File: config.mk
export PLATFORM = sky130hd
export DESIGN_NAME = codec_port
export DESIGN_NICKNAME = d
export VERILOG_FILES = /design/src/codec_port_pkg.sv /design/src/pin_sync.sv /design/src/pair_buffer.sv /design/src/codec_port.sv
export SDC_FILE = /design/constraint.sdc
export NUM_CORES = 1
export LEC_CHECK = 0
export BUFFER_PORTS_ARGS = -buffer_cell sky130_fd_sc_hd__buf_4
export CORE_MARGIN = 2
export CORE_UTILIZATION = 40
export DETAILED_ROUTE_END_ITERATION = 10
export GPL_ROUTABILITY_DRIVEN = 0
export GPL_TIMING_DRIVEN = 0
export PLACE_DENSITY = 0.66
export SYNTH_ARGS = -nofsm -noshare
export SYNTH_HDL_FRONTEND = slang
export SYNTH_SLANG_ARGS = --single-unit
File: constraint.sdc
create_clock -name sys_clk_i -period 3.05 [get_ports sys_clk_i]
set_input_delay 0.4575 -clock sys_clk_i [delete_from_list [all_inputs] [get_ports sys_clk_i]]
set_output_delay 0.4575 -clock sys_clk_i [all_outputs]
set_load 0.02 [all_outputs]
File: src/codec_port_pkg.sv
// shared constants and types for the strobed pcm codec port
package codec_port_pkg;

    ////////////////////////////////////////////////////////////////////////
    // register byte offsets on the ahb-lite bus
    localparam logic [7:0] CTRL_OFS = 8'h00;
    localparam logic [7:0] STATUS_OFS = 8'h04;
    localparam logic [7:0] TXDATA_OFS = 8'h08;
    localparam logic [7:0] RXDATA_OFS = 8'h0c;
    localparam logic [7:0] FRAMES_OFS = 8'h10;
    localparam logic [7:0] TICKS_OFS = 8'h14;

    // field positions
    localparam int CTRL_EN_POS = 0;
    localparam int RXD_VALID_POS = 8;
    localparam int RXD_OVERRUN_POS = 9;
    localparam int ST_LAW_POS = 0;
    localparam int ST_RXQ_POS = 1;
    localparam int ST_TXQ_POS = 2;
    localparam int ST_SPEED_POS = 4;
    localparam int ST_TXAV_POS = 8;
    localparam int ST_TXRDY_POS = 9;
    localparam int ST_RXV_POS = 10;
    localparam int ST_POR_POS = 11;

    // reset values
    localparam logic CTRL_EN_RESET = 1'b0;
    localparam logic [15:0] COUNT_RESET = 16'h0000;

    ////////////////////////////////////////////////////////////////////////
    // companded code points
    localparam logic [7:0] QUIET_MU = 8'h7f;
    localparam logic [7:0] QUIET_A = 8'h55;
    localparam logic [7:0] POS_ZERO_MU = 8'hff;
    localparam logic [7:0] POS_ZERO_A = 8'hd5;
    localparam int BYTE_BITS = 8;

    // speed select codes, bit 2 down to bit 0
    localparam logic [2:0] SPD_512 = 3'h0;
    localparam logic [2:0] SPD_1536 = 3'h1;
    localparam logic [2:0] SPD_2048 = 3'h2;
    localparam logic [2:0] SPD_4096 = 3'h3;
    localparam logic [2:0] SPD_128 = 3'h4;
    localparam logic [2:0] SPD_256 = 3'h5;

    // core clock to 512 khz converter clock division
    localparam logic [3:0] DIV_1 = 4'h1;
    localparam logic [3:0] DIV_3 = 4'h3;
    localparam logic [3:0] DIV_4 = 4'h4;
    localparam logic [3:0] DIV_8 = 4'h8;

    ////////////////////////////////////////////////////////////////////////
    typedef struct packed {
        logic por_n;
        logic law_a;
        logic rx_quiet;
        logic tx_quiet;
        logic [2:0] speed;
        logic core_clk;
        logic bclk;
        logic strobe;
        logic din;
    } pins_t;

    typedef struct packed {
        logic valid;
        logic write;
        logic [7:0] addr;
    } dphase_t;

    typedef enum logic [0:0] {SLOT_IDLE, SLOT_BUSY} slot_state_t;

endpackage

File: src/pin_sync.sv
// three-stage synchroniser with agreement filter, one per bit
`timescale 1ns/100ps
module pin_sync #(
    parameter int W = 1
) (
    input wire logic clk_i,
    input wire logic nrst_i,
    input wire logic [W-1:0] pin_i,
    output logic [W-1:0] level_o
);
    genvar i;
    generate
        for (i = 0; i < W; i++)
        begin : g_bit
            logic s1_reg;
            logic s2_reg;
            logic s3_reg;
            logic lvl_reg;
            always_ff @(posedge clk_i)
            begin
                if (!nrst_i)
                begin
                    s1_reg <= 1'b0;
                    s2_reg <= 1'b0;
                    s3_reg <= 1'b0;
                    lvl_reg <= 1'b0;
                end
                else
                begin
                    s1_reg <= pin_i[i];
                    s2_reg <= s1_reg;
                    s3_reg <= s2_reg;
                    // a change counts only once stages two and three agree
                    if (s2_reg == s3_reg)
                        lvl_reg <= s3_reg;
                end
            end
            assign level_o[i] = lvl_reg;
        end
    endgenerate
endmodule // pin_sync

File: src/pair_buffer.sv
// two-entry valid/ready buffer with registered output
`timescale 1ns/100ps
module pair_buffer #(
    parameter int W = 8
) (
    input wire logic clk_i,
    input wire logic clr_i,
    input wire logic in_valid_i,
    output logic in_ready_o,
    input wire logic [W-1:0] in_data_i,
    output logic out_valid_o,
    input wire logic out_ready_i,
    output logic [W-1:0] out_data_o
);
    logic [W-1:0] head_reg;
    logic [W-1:0] tail_reg;
    logic [1:0] cnt_reg;
    logic push;
    logic pop;

    assign in_ready_o = (cnt_reg != 2'h2);
    assign out_valid_o = (cnt_reg != 2'h0);
    assign out_data_o = head_reg;
    assign push = in_valid_i && in_ready_o;
    assign pop = out_ready_i && out_valid_o;

    always_ff @(posedge clk_i)
    begin
        if (clr_i)
        begin
            cnt_reg <= 2'h0;
            head_reg <= '0;
            tail_reg <= '0;
        end
        else
        begin
            cnt_reg <= cnt_reg + {1'b0, push} - {1'b0, pop};
            if (push && (cnt_reg == 2'h0 || (cnt_reg == 2'h1 && pop)))
                head_reg <= in_data_i;
            else if (pop)
                head_reg <= tail_reg;
            if (push && cnt_reg != 2'h0)
                tail_reg <= in_data_i;
        end
    end
endmodule // pair_buffer

File: src/codec_port.sv
// digital side of a single-channel pcm codec: strobed serial port
//
// Our own choices: the register addresses and the AHB-Lite register port.
`timescale 1ns/100ps
module codec_port (
    input wire logic sys_clk_i,
    input wire logic nrst_i,
    // ahb-lite slave
    input wire logic hsel_i,
    input wire logic [31:0] haddr_i,
    input wire logic [1:0] htrans_i,
    input wire logic hwrite_i,
    input wire logic [2:0] hsize_i,
    input wire logic [31:0] hwdata_i,
    input wire logic hready_i,
    output logic hreadyout_o,
    output logic hresp_o,
    output logic [31:0] hrdata_o,
    // device pins
    input wire logic power_up_reset_n_i,
    input wire logic law_sel_a_i,
    input wire logic receive_quiet_force_i,
    input wire logic transmit_quiet_force_i,
    input wire logic clock_speed_sel_bit0_i,
    input wire logic clock_speed_sel_bit1_i,
    input wire logic clock_speed_sel_bit2_i,
    input wire logic core_clock_in_i,
    input wire logic serial_bit_clock_i,
    input wire logic slot_strobe_i,
    input wire logic serial_data_i,
    output logic serial_data_o,
    output logic serial_data_oe_o
);

    ////////////////////////////////////////////////////////////////////////
    // pin synchronisers
    codec_port_pkg::pins_t raw;
    codec_port_pkg::pins_t lp;

    assign raw.por_n = power_up_reset_n_i;
    assign raw.law_a = law_sel_a_i;
    assign raw.rx_quiet = receive_quiet_force_i;
    assign raw.tx_quiet = transmit_quiet_force_i;
    assign raw.speed = {clock_speed_sel_bit2_i, clock_speed_sel_bit1_i,
        clock_speed_sel_bit0_i};
    assign raw.core_clk = core_clock_in_i;
    assign raw.bclk = serial_bit_clock_i;
    assign raw.strobe = slot_strobe_i;
    assign raw.din = serial_data_i;

    pin_sync #(
        .W($bits(codec_port_pkg::pins_t))
    ) u_sync (
        .clk_i(sys_clk_i),
        .nrst_i(nrst_i),
        .pin_i(raw),
        .level_o(lp)
    );

    ////////////////////////////////////////////////////////////////////////
    // state declarations
    logic clr;
    logic en_reg;
    logic bclk_prev_reg;
    logic strb_prev_reg;
    logic core_prev_reg;
    codec_port_pkg::slot_state_t slot_reg;
    codec_port_pkg::slot_state_t slot_next;
    logic [7:0] tx_shift_reg;
    logic [7:0] tx_hold_reg;
    logic [3:0] tx_cnt_reg;
    logic [7:0] rx_shift_reg;
    logic [7:0] rx_hold_reg;
    logic [3:0] rx_cnt_reg;
    logic [7:0] rx_data_reg;
    logic rx_valid_reg;
    logic rx_overrun_reg;
    logic dout_reg;
    logic oe_reg;
    logic [15:0] frames_reg;
    logic [15:0] ticks_reg;
    logic [3:0] div_cnt_reg;
    codec_port_pkg::dphase_t dp_reg;
    logic hready_reg;
    logic [31:0] hrdata_reg;

    ////////////////////////////////////////////////////////////////////////
    // edges, law and mode decode
    logic bclk_rise;
    logic bclk_fall;
    logic strb_rise;
    logic core_rise;
    logic slow_mode;
    logic [7:0] quiet_code;
    logic [3:0] div_ratio;

    // either reset clears all but the pin synchronisers, which only nrst_i clears; the pin only after its filter agrees
    assign clr = !nrst_i || !lp.por_n;
    assign bclk_rise = lp.bclk && !bclk_prev_reg;
    assign bclk_fall = !lp.bclk && bclk_prev_reg;
    assign strb_rise = lp.strobe && !strb_prev_reg && en_reg;
    assign core_rise = lp.core_clk && !core_prev_reg;
    // 128 and 256 khz codes run from the 4096 khz master clock
    assign slow_mode = (lp.speed == codec_port_pkg::SPD_128)
        || (lp.speed == codec_port_pkg::SPD_256);
    // negative zero of the selected law, already in inverted-digit form
    assign quiet_code = lp.law_a ? codec_port_pkg::QUIET_A
        : codec_port_pkg::QUIET_MU;
    assign div_ratio = (lp.speed == codec_port_pkg::SPD_512) ? codec_port_pkg::DIV_1
        : (lp.speed == codec_port_pkg::SPD_1536) ? codec_port_pkg::DIV_3
        : (lp.speed == codec_port_pkg::SPD_2048) ? codec_port_pkg::DIV_4
        : codec_port_pkg::DIV_8;

    ////////////////////////////////////////////////////////////////////////
    // transmit buffer
    logic tx_push;
    logic tx_in_ready;
    logic tx_avail;
    logic [7:0] tx_head;

    pair_buffer #(
        .W(codec_port_pkg::BYTE_BITS)
    ) u_txbuf (
        .clk_i(sys_clk_i),
        .clr_i(clr),
        .in_valid_i(tx_push),
        .in_ready_o(tx_in_ready),
        .in_data_i(hwdata_i[7:0]),
        .out_valid_o(tx_avail),
        .out_ready_i(strb_rise),
        .out_data_o(tx_head)
    );

    ////////////////////////////////////////////////////////////////////////
    // serial byte selection
    logic [7:0] tx_fresh;
    logic [7:0] tx_send;
    logic [7:0] tx_cur;
    logic tx_step;
    logic rx_step;
    logic [3:0] rx_base;
    logic [7:0] rx_byte;
    logic rx_done;
    logic [7:0] rx_fresh;
    logic [7:0] rx_deliver;

    // an empty buffer sends quiet code rather than stale data
    assign tx_fresh = tx_avail ? tx_head : quiet_code;
    assign tx_send = lp.tx_quiet ? quiet_code
        : (slow_mode ? tx_hold_reg : tx_fresh);
    assign tx_cur = strb_rise ? tx_send : tx_shift_reg;
    assign tx_step = lp.strobe && en_reg && bclk_rise
        && (strb_rise || slot_reg == codec_port_pkg::SLOT_BUSY)
        && (strb_rise || tx_cnt_reg < 4'(codec_port_pkg::BYTE_BITS));
    assign rx_base = strb_rise ? 4'h0 : rx_cnt_reg;
    assign rx_step = lp.strobe && en_reg && bclk_fall
        && (strb_rise || slot_reg == codec_port_pkg::SLOT_BUSY)
        && rx_base < 4'(codec_port_pkg::BYTE_BITS);
    assign rx_byte = {rx_shift_reg[6:0], lp.din};
    assign rx_done = rx_step
        && rx_base == 4'(codec_port_pkg::BYTE_BITS - 1);
    assign rx_fresh = lp.rx_quiet ? quiet_code : rx_byte;
    assign rx_deliver = slow_mode ? rx_hold_reg : rx_fresh;

    ////////////////////////////////////////////////////////////////////////
    // slot state machine
    always_comb
    begin
        slot_next = slot_reg;
        case (slot_reg)
            codec_port_pkg::SLOT_IDLE:
                if (strb_rise)
                    slot_next = codec_port_pkg::SLOT_BUSY;
            codec_port_pkg::SLOT_BUSY:
                if (!lp.strobe || !en_reg)
                    slot_next = codec_port_pkg::SLOT_IDLE;
            default:
                slot_next = codec_port_pkg::SLOT_IDLE;
        endcase
    end

    always_ff @(posedge sys_clk_i)
    begin
        if (clr)
        begin
            slot_reg <= codec_port_pkg::SLOT_IDLE;
            bclk_prev_reg <= 1'b0;
            strb_prev_reg <= 1'b0;
            core_prev_reg <= 1'b0;
        end
        else
        begin
            slot_reg <= slot_next;
            bclk_prev_reg <= lp.bclk;
            strb_prev_reg <= lp.strobe;
            core_prev_reg <= lp.core_clk;
        end
    end

    ////////////////////////////////////////////////////////////////////////
    // transmit shifter, msb first
    always_ff @(posedge sys_clk_i)
    begin
        if (clr)
        begin
            tx_shift_reg <= 8'h00;
            tx_cnt_reg <= 4'h0;
            tx_hold_reg <= codec_port_pkg::QUIET_MU;
            dout_reg <= 1'b0;
        end
        else
        begin
            if (strb_rise)
                tx_hold_reg <= tx_fresh;
            if (tx_step)
            begin
                dout_reg <= tx_cur[7];
                tx_shift_reg <= {tx_cur[6:0], 1'b0};
                tx_cnt_reg <= (strb_rise ? 4'h0 : tx_cnt_reg) + 4'h1;
            end
            else if (strb_rise)
            begin
                tx_shift_reg <= tx_send;
                tx_cnt_reg <= 4'h0;
            end
            if (!lp.strobe)
                dout_reg <= 1'b0;
        end
    end

    // output driven only while the strobe marks the slot
    always_ff @(posedge sys_clk_i)
    begin
        if (clr)
            oe_reg <= 1'b0;
        else
            oe_reg <= lp.strobe && en_reg;
    end

    ////////////////////////////////////////////////////////////////////////
    // receive shifter
    always_ff @(posedge sys_clk_i)
    begin
        if (clr)
        begin
            rx_shift_reg <= 8'h00;
            rx_cnt_reg <= 4'h0;
            rx_hold_reg <= codec_port_pkg::QUIET_MU;
        end
        else
        begin
            if (rx_step)
            begin
                rx_shift_reg <= rx_byte;
                rx_cnt_reg <= rx_base + 4'h1;
            end
            else if (strb_rise)
                rx_cnt_reg <= 4'h0;
            if (rx_done)
                rx_hold_reg <= rx_fresh;
        end
    end

    ////////////////////////////////////////////////////////////////////////
    // ahb-lite decode
    logic take;
    logic take_rd_rx;
    logic dp_is_tx;
    logic [31:0] status_word;
    logic [31:0] rd_mux;

    assign take = hsel_i && hready_i && htrans_i[1];
    assign take_rd_rx = take && !hwrite_i && haddr_i[7:0] == codec_port_pkg::RXDATA_OFS;
    assign dp_is_tx = dp_reg.valid && dp_reg.write
        && dp_reg.addr == codec_port_pkg::TXDATA_OFS;
    // a word enters the buffer only from a wait state, so a full buffer stalls
    assign tx_push = dp_is_tx && !hready_reg && tx_in_ready;
    assign status_word = {20'h00000, lp.por_n, rx_valid_reg, tx_in_ready, tx_avail,
        1'b0, lp.speed, 1'b0, lp.tx_quiet, lp.rx_quiet, lp.law_a};
    assign rd_mux = (haddr_i[7:0] == codec_port_pkg::CTRL_OFS) ? {31'h0, en_reg}
        : (haddr_i[7:0] == codec_port_pkg::STATUS_OFS) ? status_word
        : (haddr_i[7:0] == codec_port_pkg::RXDATA_OFS)
            ? {22'h0, rx_overrun_reg, rx_valid_reg, rx_data_reg}
        : (haddr_i[7:0] == codec_port_pkg::FRAMES_OFS) ? {16'h0, frames_reg}
        : (haddr_i[7:0] == codec_port_pkg::TICKS_OFS) ? {16'h0, ticks_reg}
        : 32'h0000_0000;

    always_ff @(posedge sys_clk_i)
    begin
        if (clr)
        begin
            dp_reg <= '0;
            hready_reg <= 1'b1;
            hrdata_reg <= 32'h0000_0000;
        end
        else
        begin
            if (hready_reg)
            begin
                dp_reg.valid <= take;
                dp_reg.write <= hwrite_i;
                dp_reg.addr <= {haddr_i[7:2], 2'b00};
                hready_reg <= !(take && hwrite_i
                    && haddr_i[7:0] == codec_port_pkg::TXDATA_OFS);
                hrdata_reg <= (take && !hwrite_i) ? rd_mux : 32'h0000_0000;
            end
            else if (tx_push)
                hready_reg <= 1'b1;
        end
    end

    ////////////////////////////////////////////////////////////////////////
    // control and receive data registers
    logic ctrl_wr;

    assign ctrl_wr = dp_reg.valid && dp_reg.write && hready_reg
        && dp_reg.addr == codec_port_pkg::CTRL_OFS;

    always_ff @(posedge sys_clk_i)
    begin
        if (clr)
            en_reg <= codec_port_pkg::CTRL_EN_RESET;
        else if (ctrl_wr)
            en_reg <= hwdata_i[codec_port_pkg::CTRL_EN_POS];
    end

    // a new byte in the same cycle as the read wins over the clear
    always_ff @(posedge sys_clk_i)
    begin
        if (clr)
        begin
            rx_data_reg <= codec_port_pkg::QUIET_MU;
            rx_valid_reg <= 1'b0;
            rx_overrun_reg <= 1'b0;
        end
        else if (rx_done)
        begin
            rx_data_reg <= rx_deliver;
            rx_valid_reg <= 1'b1;
            rx_overrun_reg <= !take_rd_rx && (rx_overrun_reg || rx_valid_reg);
        end
        else if (take_rd_rx)
        begin
            rx_valid_reg <= 1'b0;
            rx_overrun_reg <= 1'b0;
        end
    end

    ////////////////////////////////////////////////////////////////////////
    // frame counter and converter clock divider
    always_ff @(posedge sys_clk_i)
    begin
        if (clr)
        begin
            frames_reg <= codec_port_pkg::COUNT_RESET;
            ticks_reg <= codec_port_pkg::COUNT_RESET;
            div_cnt_reg <= 4'h0;
        end
        else
        begin
            if (strb_rise)
                frames_reg <= frames_reg + 16'h0001;
            if (core_rise)
            begin
                // one converter tick per div_ratio core clock edges
                if (div_cnt_reg + 4'h1 >= div_ratio)
                begin
                    div_cnt_reg <= 4'h0;
                    ticks_reg <= ticks_reg + 16'h0001;
                end
                else
                    div_cnt_reg <= div_cnt_reg + 4'h1;
            end
        end
    end

    ////////////////////////////////////////////////////////////////////////
    // outputs
    assign hreadyout_o = hready_reg;
    assign hresp_o = 1'b0;
    assign hrdata_o = hrdata_reg;
    assign serial_data_o = dout_reg;
    assign serial_data_oe_o = oe_reg;

endmodule // codec_port

==> results by group <==
Timing
  • Hold Violations, Final: 0
  • Max-slew headroom: 23.1%
  • Slew @ Worst Pin: between 1 and 1.5 ns
  • Clock skew: 0.0115 ns
  • Final number of setup-violating endpoints: 0
  • Fmax achieved: 370 MHz
  • Post-route minimum period: roughly 2.7 ns
  • Setup_tns: 0 ns
  • RSZ-0062 raised after global routing: no
  • Max Transition Viols Final: 0
  • Crit share post-route: 88.6%

GRT
  • All-Layer GR Usage: a little under a fifth
  • Largest net degree at the start of global routing: 18
  • Initial antenna violation count: 0
  • Global-route wire length before repair: 29,900 um
  • Vias in the first global route: slightly below 6,000
  • Grt ovf: 0

Clock network
  • CTS buffer count: 17
  • CTS Sinks: 179
  • CTS resizes: 0
  • H-Tree Depth: 4
  • Root buf cell: clkbuf_16
  • Clock Latency Late Sink: 0.44 ns
  • TritonCTS clock tree: built
  • Max clock buf depth: 2
  • Post-CTS Setup Bufs: 0
  • Clk pin slew, worst setup/hold paths: around 0.070 ns
  • Post-CTS Hold Buffers: 0

Power and ir drop
  • Switching Fraction: 23.2%
  • Total power draw: 4.66 mW
  • Clk network pwr share: 46.0%
  • Combinational share of power: 3.3%
  • Leakage: 3.28 nW
  • Net Sw Power: 1.08 mW
  • Power Density: 520 nW/um^2
  • Sequential share of power: 50.7%
  • Worst VDD drop: 0.372 mV
  • P_int: 3.58 mW

Logic synthesis
  • Avg Cell Area, Syn: approximately 8.9 sq um
  • Synth Register Bits: 179
  • Area contributors post-synth: dfxtp_1, nor2_1, a21oi_1, o21ai_0, nand2_1
  • Synth Area in Simple Gates: 21.9%
  • Syn Inst Count: 856
  • Netlist Area Pre-Place: 7660 sq um
  • EDFF count, synth: 0
  • Mux contribution to synthesized area: 4.13%
  • Yosys top cell area share: 46.8%
  • Synth area leader: dfxtp_1
  • Synth Area in XOR/XNOR: ~4.0%
  • Ys async rst share: 0%
  • Library cells used by synthesis: 61
  • Compound-Gate Fraction of Synth Area: around 16%
  • Post-Synth Adder-Cell Area: under 10%
  • Synth warnings: 0
  • Main combinational cell family by area after synthesis: simple AND/OR/NAND/NOR gates
  • Seq/Total Area, Yosys: 46.8%
  • Main synth FF type: dfxtp_1

Place
  • PortBufs: 49
  • Dpl hpwl: 13,400 um
  • Placed inst area: 8380 sq um

Hold path
  • Hold crit path type: in -> reg
  • HP Start: law_sel_a_i
  • WHS Endpoint: u_sync.g_bit[9].s1_reg$_SDFF_PN0_
  • Hold depth: 2

Die
  • Die Height: 142 um
  • Core ar.: approximately 19,000 sq um
  • Rows: 50
  • IO Pins: around 120
  • Die area: between 20,000 and 25,000 sq um
  • Initial Util: 40.8%
  • Die Span X: 142 um

Route
  • WL per Instance: 15.4 um
  • Remaining DRCs: 0
  • Final ANT Viol Nets: 0
  • Routed WL: 18,300 um
  • Via count: roughly 6,200
  • Drt first-iter violations: 360
  • DR vias/cell: 5.22
  • Detailed-router iteration count before antenna repair: 5

Setup path
  • R2r endpoint: ticks_reg[2]$_SDFFE_PP0P_
  • Crit path launch type: flop
  • Reg-to-reg startpoint: u_sync.g_bit[5].lvl_reg$_SDFFE_PN0N_
  • R2r setup slk: 0.35 ns
  • FF-to-FF path depth: 8
  • WP data arrival: 3.00 ns
  • Crit-path max FO: 10
  • Crit Path Category: reg -> reg
  • CP Capture Type: flop
  • Required time of the critical path: about 3.4 ns

Run status
  • Outcome: finished clean

Finish
  • Number of antenna diodes: 0
  • Nets@finish: about 1,000
  • Final instance area: between 8000 and 9000 sq um
  • Synth-to-layout area growth: 16.9%
  • Proportion of layout cells with a drive suffix above 1: 13.3%

Flow run
  • MaxCap Viol Count: 0
through the flow:
stage                     hold WS, ns  worst slack, ns  std cells  utilization, %
final                           0.222            0.349       1187            47.7
after global placement          0.416            0.452       1155            44.7
after CTS                       0.210            0.410       1187            47.7
after floorplan                 0.412            0.861        872               -
after global routing            0.209           0.0646       1187            47.7
after detailed placement        0.418            0.428       1155            44.7
power groups by stage:
stage | Combinational (mW) | Clock [mW] | Sequential (mW)
2_1_floorplan | 0.0966 | 0 | 2.41
3_3_place_gp | 0.153 | 0 | 2.41
3_5_place_dp | 0.155 | 0 | 2.41
4_1_cts | 0.156 | 2.19 | 2.36
5_1_grt | 0.168 | 2.29 | 2.36
6_report | 0.156 | 2.14 | 2.36
worst max path at each step:
stage                                              start                    endpoint  slack, ns  depth (start not counted)
global route        u_sync.g_bit[5].lvl_reg$_SDFFE_PN0N_  ticks_reg[11]$_SDFFE_PP0P_       0.06                          8
detailed placement  u_sync.g_bit[5].lvl_reg$_SDFFE_PN0N_  ticks_reg[10]$_SDFFE_PP0P_       0.43                          8
global placement    u_sync.g_bit[5].lvl_reg$_SDFFE_PN0N_   ticks_reg[8]$_SDFFE_PP0P_       0.45                          8
CTS                 u_sync.g_bit[5].lvl_reg$_SDFFE_PN0N_   ticks_reg[2]$_SDFFE_PP0P_       0.41                          8
floorplan                    div_cnt_reg[0]$_SDFFE_PP0P_   ticks_reg[6]$_SDFFE_PP0P_       0.86                          7
finish              u_sync.g_bit[5].lvl_reg$_SDFFE_PN0N_   ticks_reg[2]$_SDFFE_PP0P_       0.35                          8
cell families (layout without fill, tap and decap cells):
| group | count (synthesis) | in the layout |
|---|---|---|
| adders and majority gates | 11 | 11 |
| other | 1 | 17 |
| muxes | 31 | 31 |
| DFF | 179 | 179 |
| AOI/OAI and AO/OA | 191 | 191 |
| buffers and inverters | 78 | 159 |
| xor gates and xnor gates | 35 | 35 |
| and+or+nand+nor | 330 | 330 |
cell type report:
class	instances	area [sq um]
buffer	62	318
clock buffer	18	429
clock inverter	14	146
fill	1808	9810
inverter	16	60.1
multi-input combinational	615	3760
sequential	179	3580
tap	234	293
timing repair buffer	49	368
critical path: stages (launching register included):
cell and delay (ns):
dfxtp_1 0.50, nor2_1 0.10, ha_1 0.27, nand2b_1 0.14, a2111oi_1 0.79, clkbuf_1 0.43, nor3b_1 0.12, xnor2_1 0.16
nor2_1 0.06
cells in the mapped netlist, drive strengths merged, types with 6 or more instances:
master / instances
ha: 11
and2: 41
nor3: 13
inv: 15
nor2: 99
mux2i: 26
nand2b: 15
and3: 7
nand4: 12
a21oi: 56
a311oi: 8
o211ai: 9
o21ai: 56
dfxtp: 179
a2bb2oi: 9
o31ai: 8
a21boi: 12
nor2b: 8
nand2: 76
nor4: 16
o32ai: 6
nand3: 18
clkbuf: 36
xor2: 9
xnor2: 26
buf: 26
or3: 9
metal layers:
| layer | routed length, um | up-vias | global-route usage [%] | part of all wire [%] |
|---|---|---|---|---|
| met2 | 8610 | 123 | 30.8 | 47 |
| li1 | - | 3142 | - | - |
| met4 | 392 | 0 | 6.98 | 2.1 |
| met5 | 0 | - | 0 | 0 |
| met3 | 779 | 36 | 4.48 | 4.3 |
| met1 | 8480 | 2897 | 24.4 | 46 |
cell usage in the layout, fill, tap and decap left out, types with 6 or more instances in the layout:
cell / count
a21boi_0: 12
a21oi_1: 56
a2bb2oi_1: 9
a311oi_2: 8
and2_1: 41
and3_1: 7
buf_4: 66
clkbuf_1: 37
clkbuf_16: 17
conb_1: 17
dfxtp_1: 179
ha_1: 11
inv_1: 15
mux2i_1: 26
nand2_1: 74
nand2b_1: 15
nand3_1: 18
nand4_1: 12
nor2_1: 98
nor2b_1: 8
nor3_1: 13
nor4_1: 14
o211ai_1: 9
o21ai_0: 56
o31ai_1: 8
o32ai_1: 6
or3_1: 8
xnor2_1: 26
xor2_1: 9
No activity file was read; power rests on OpenSTA's default activity.
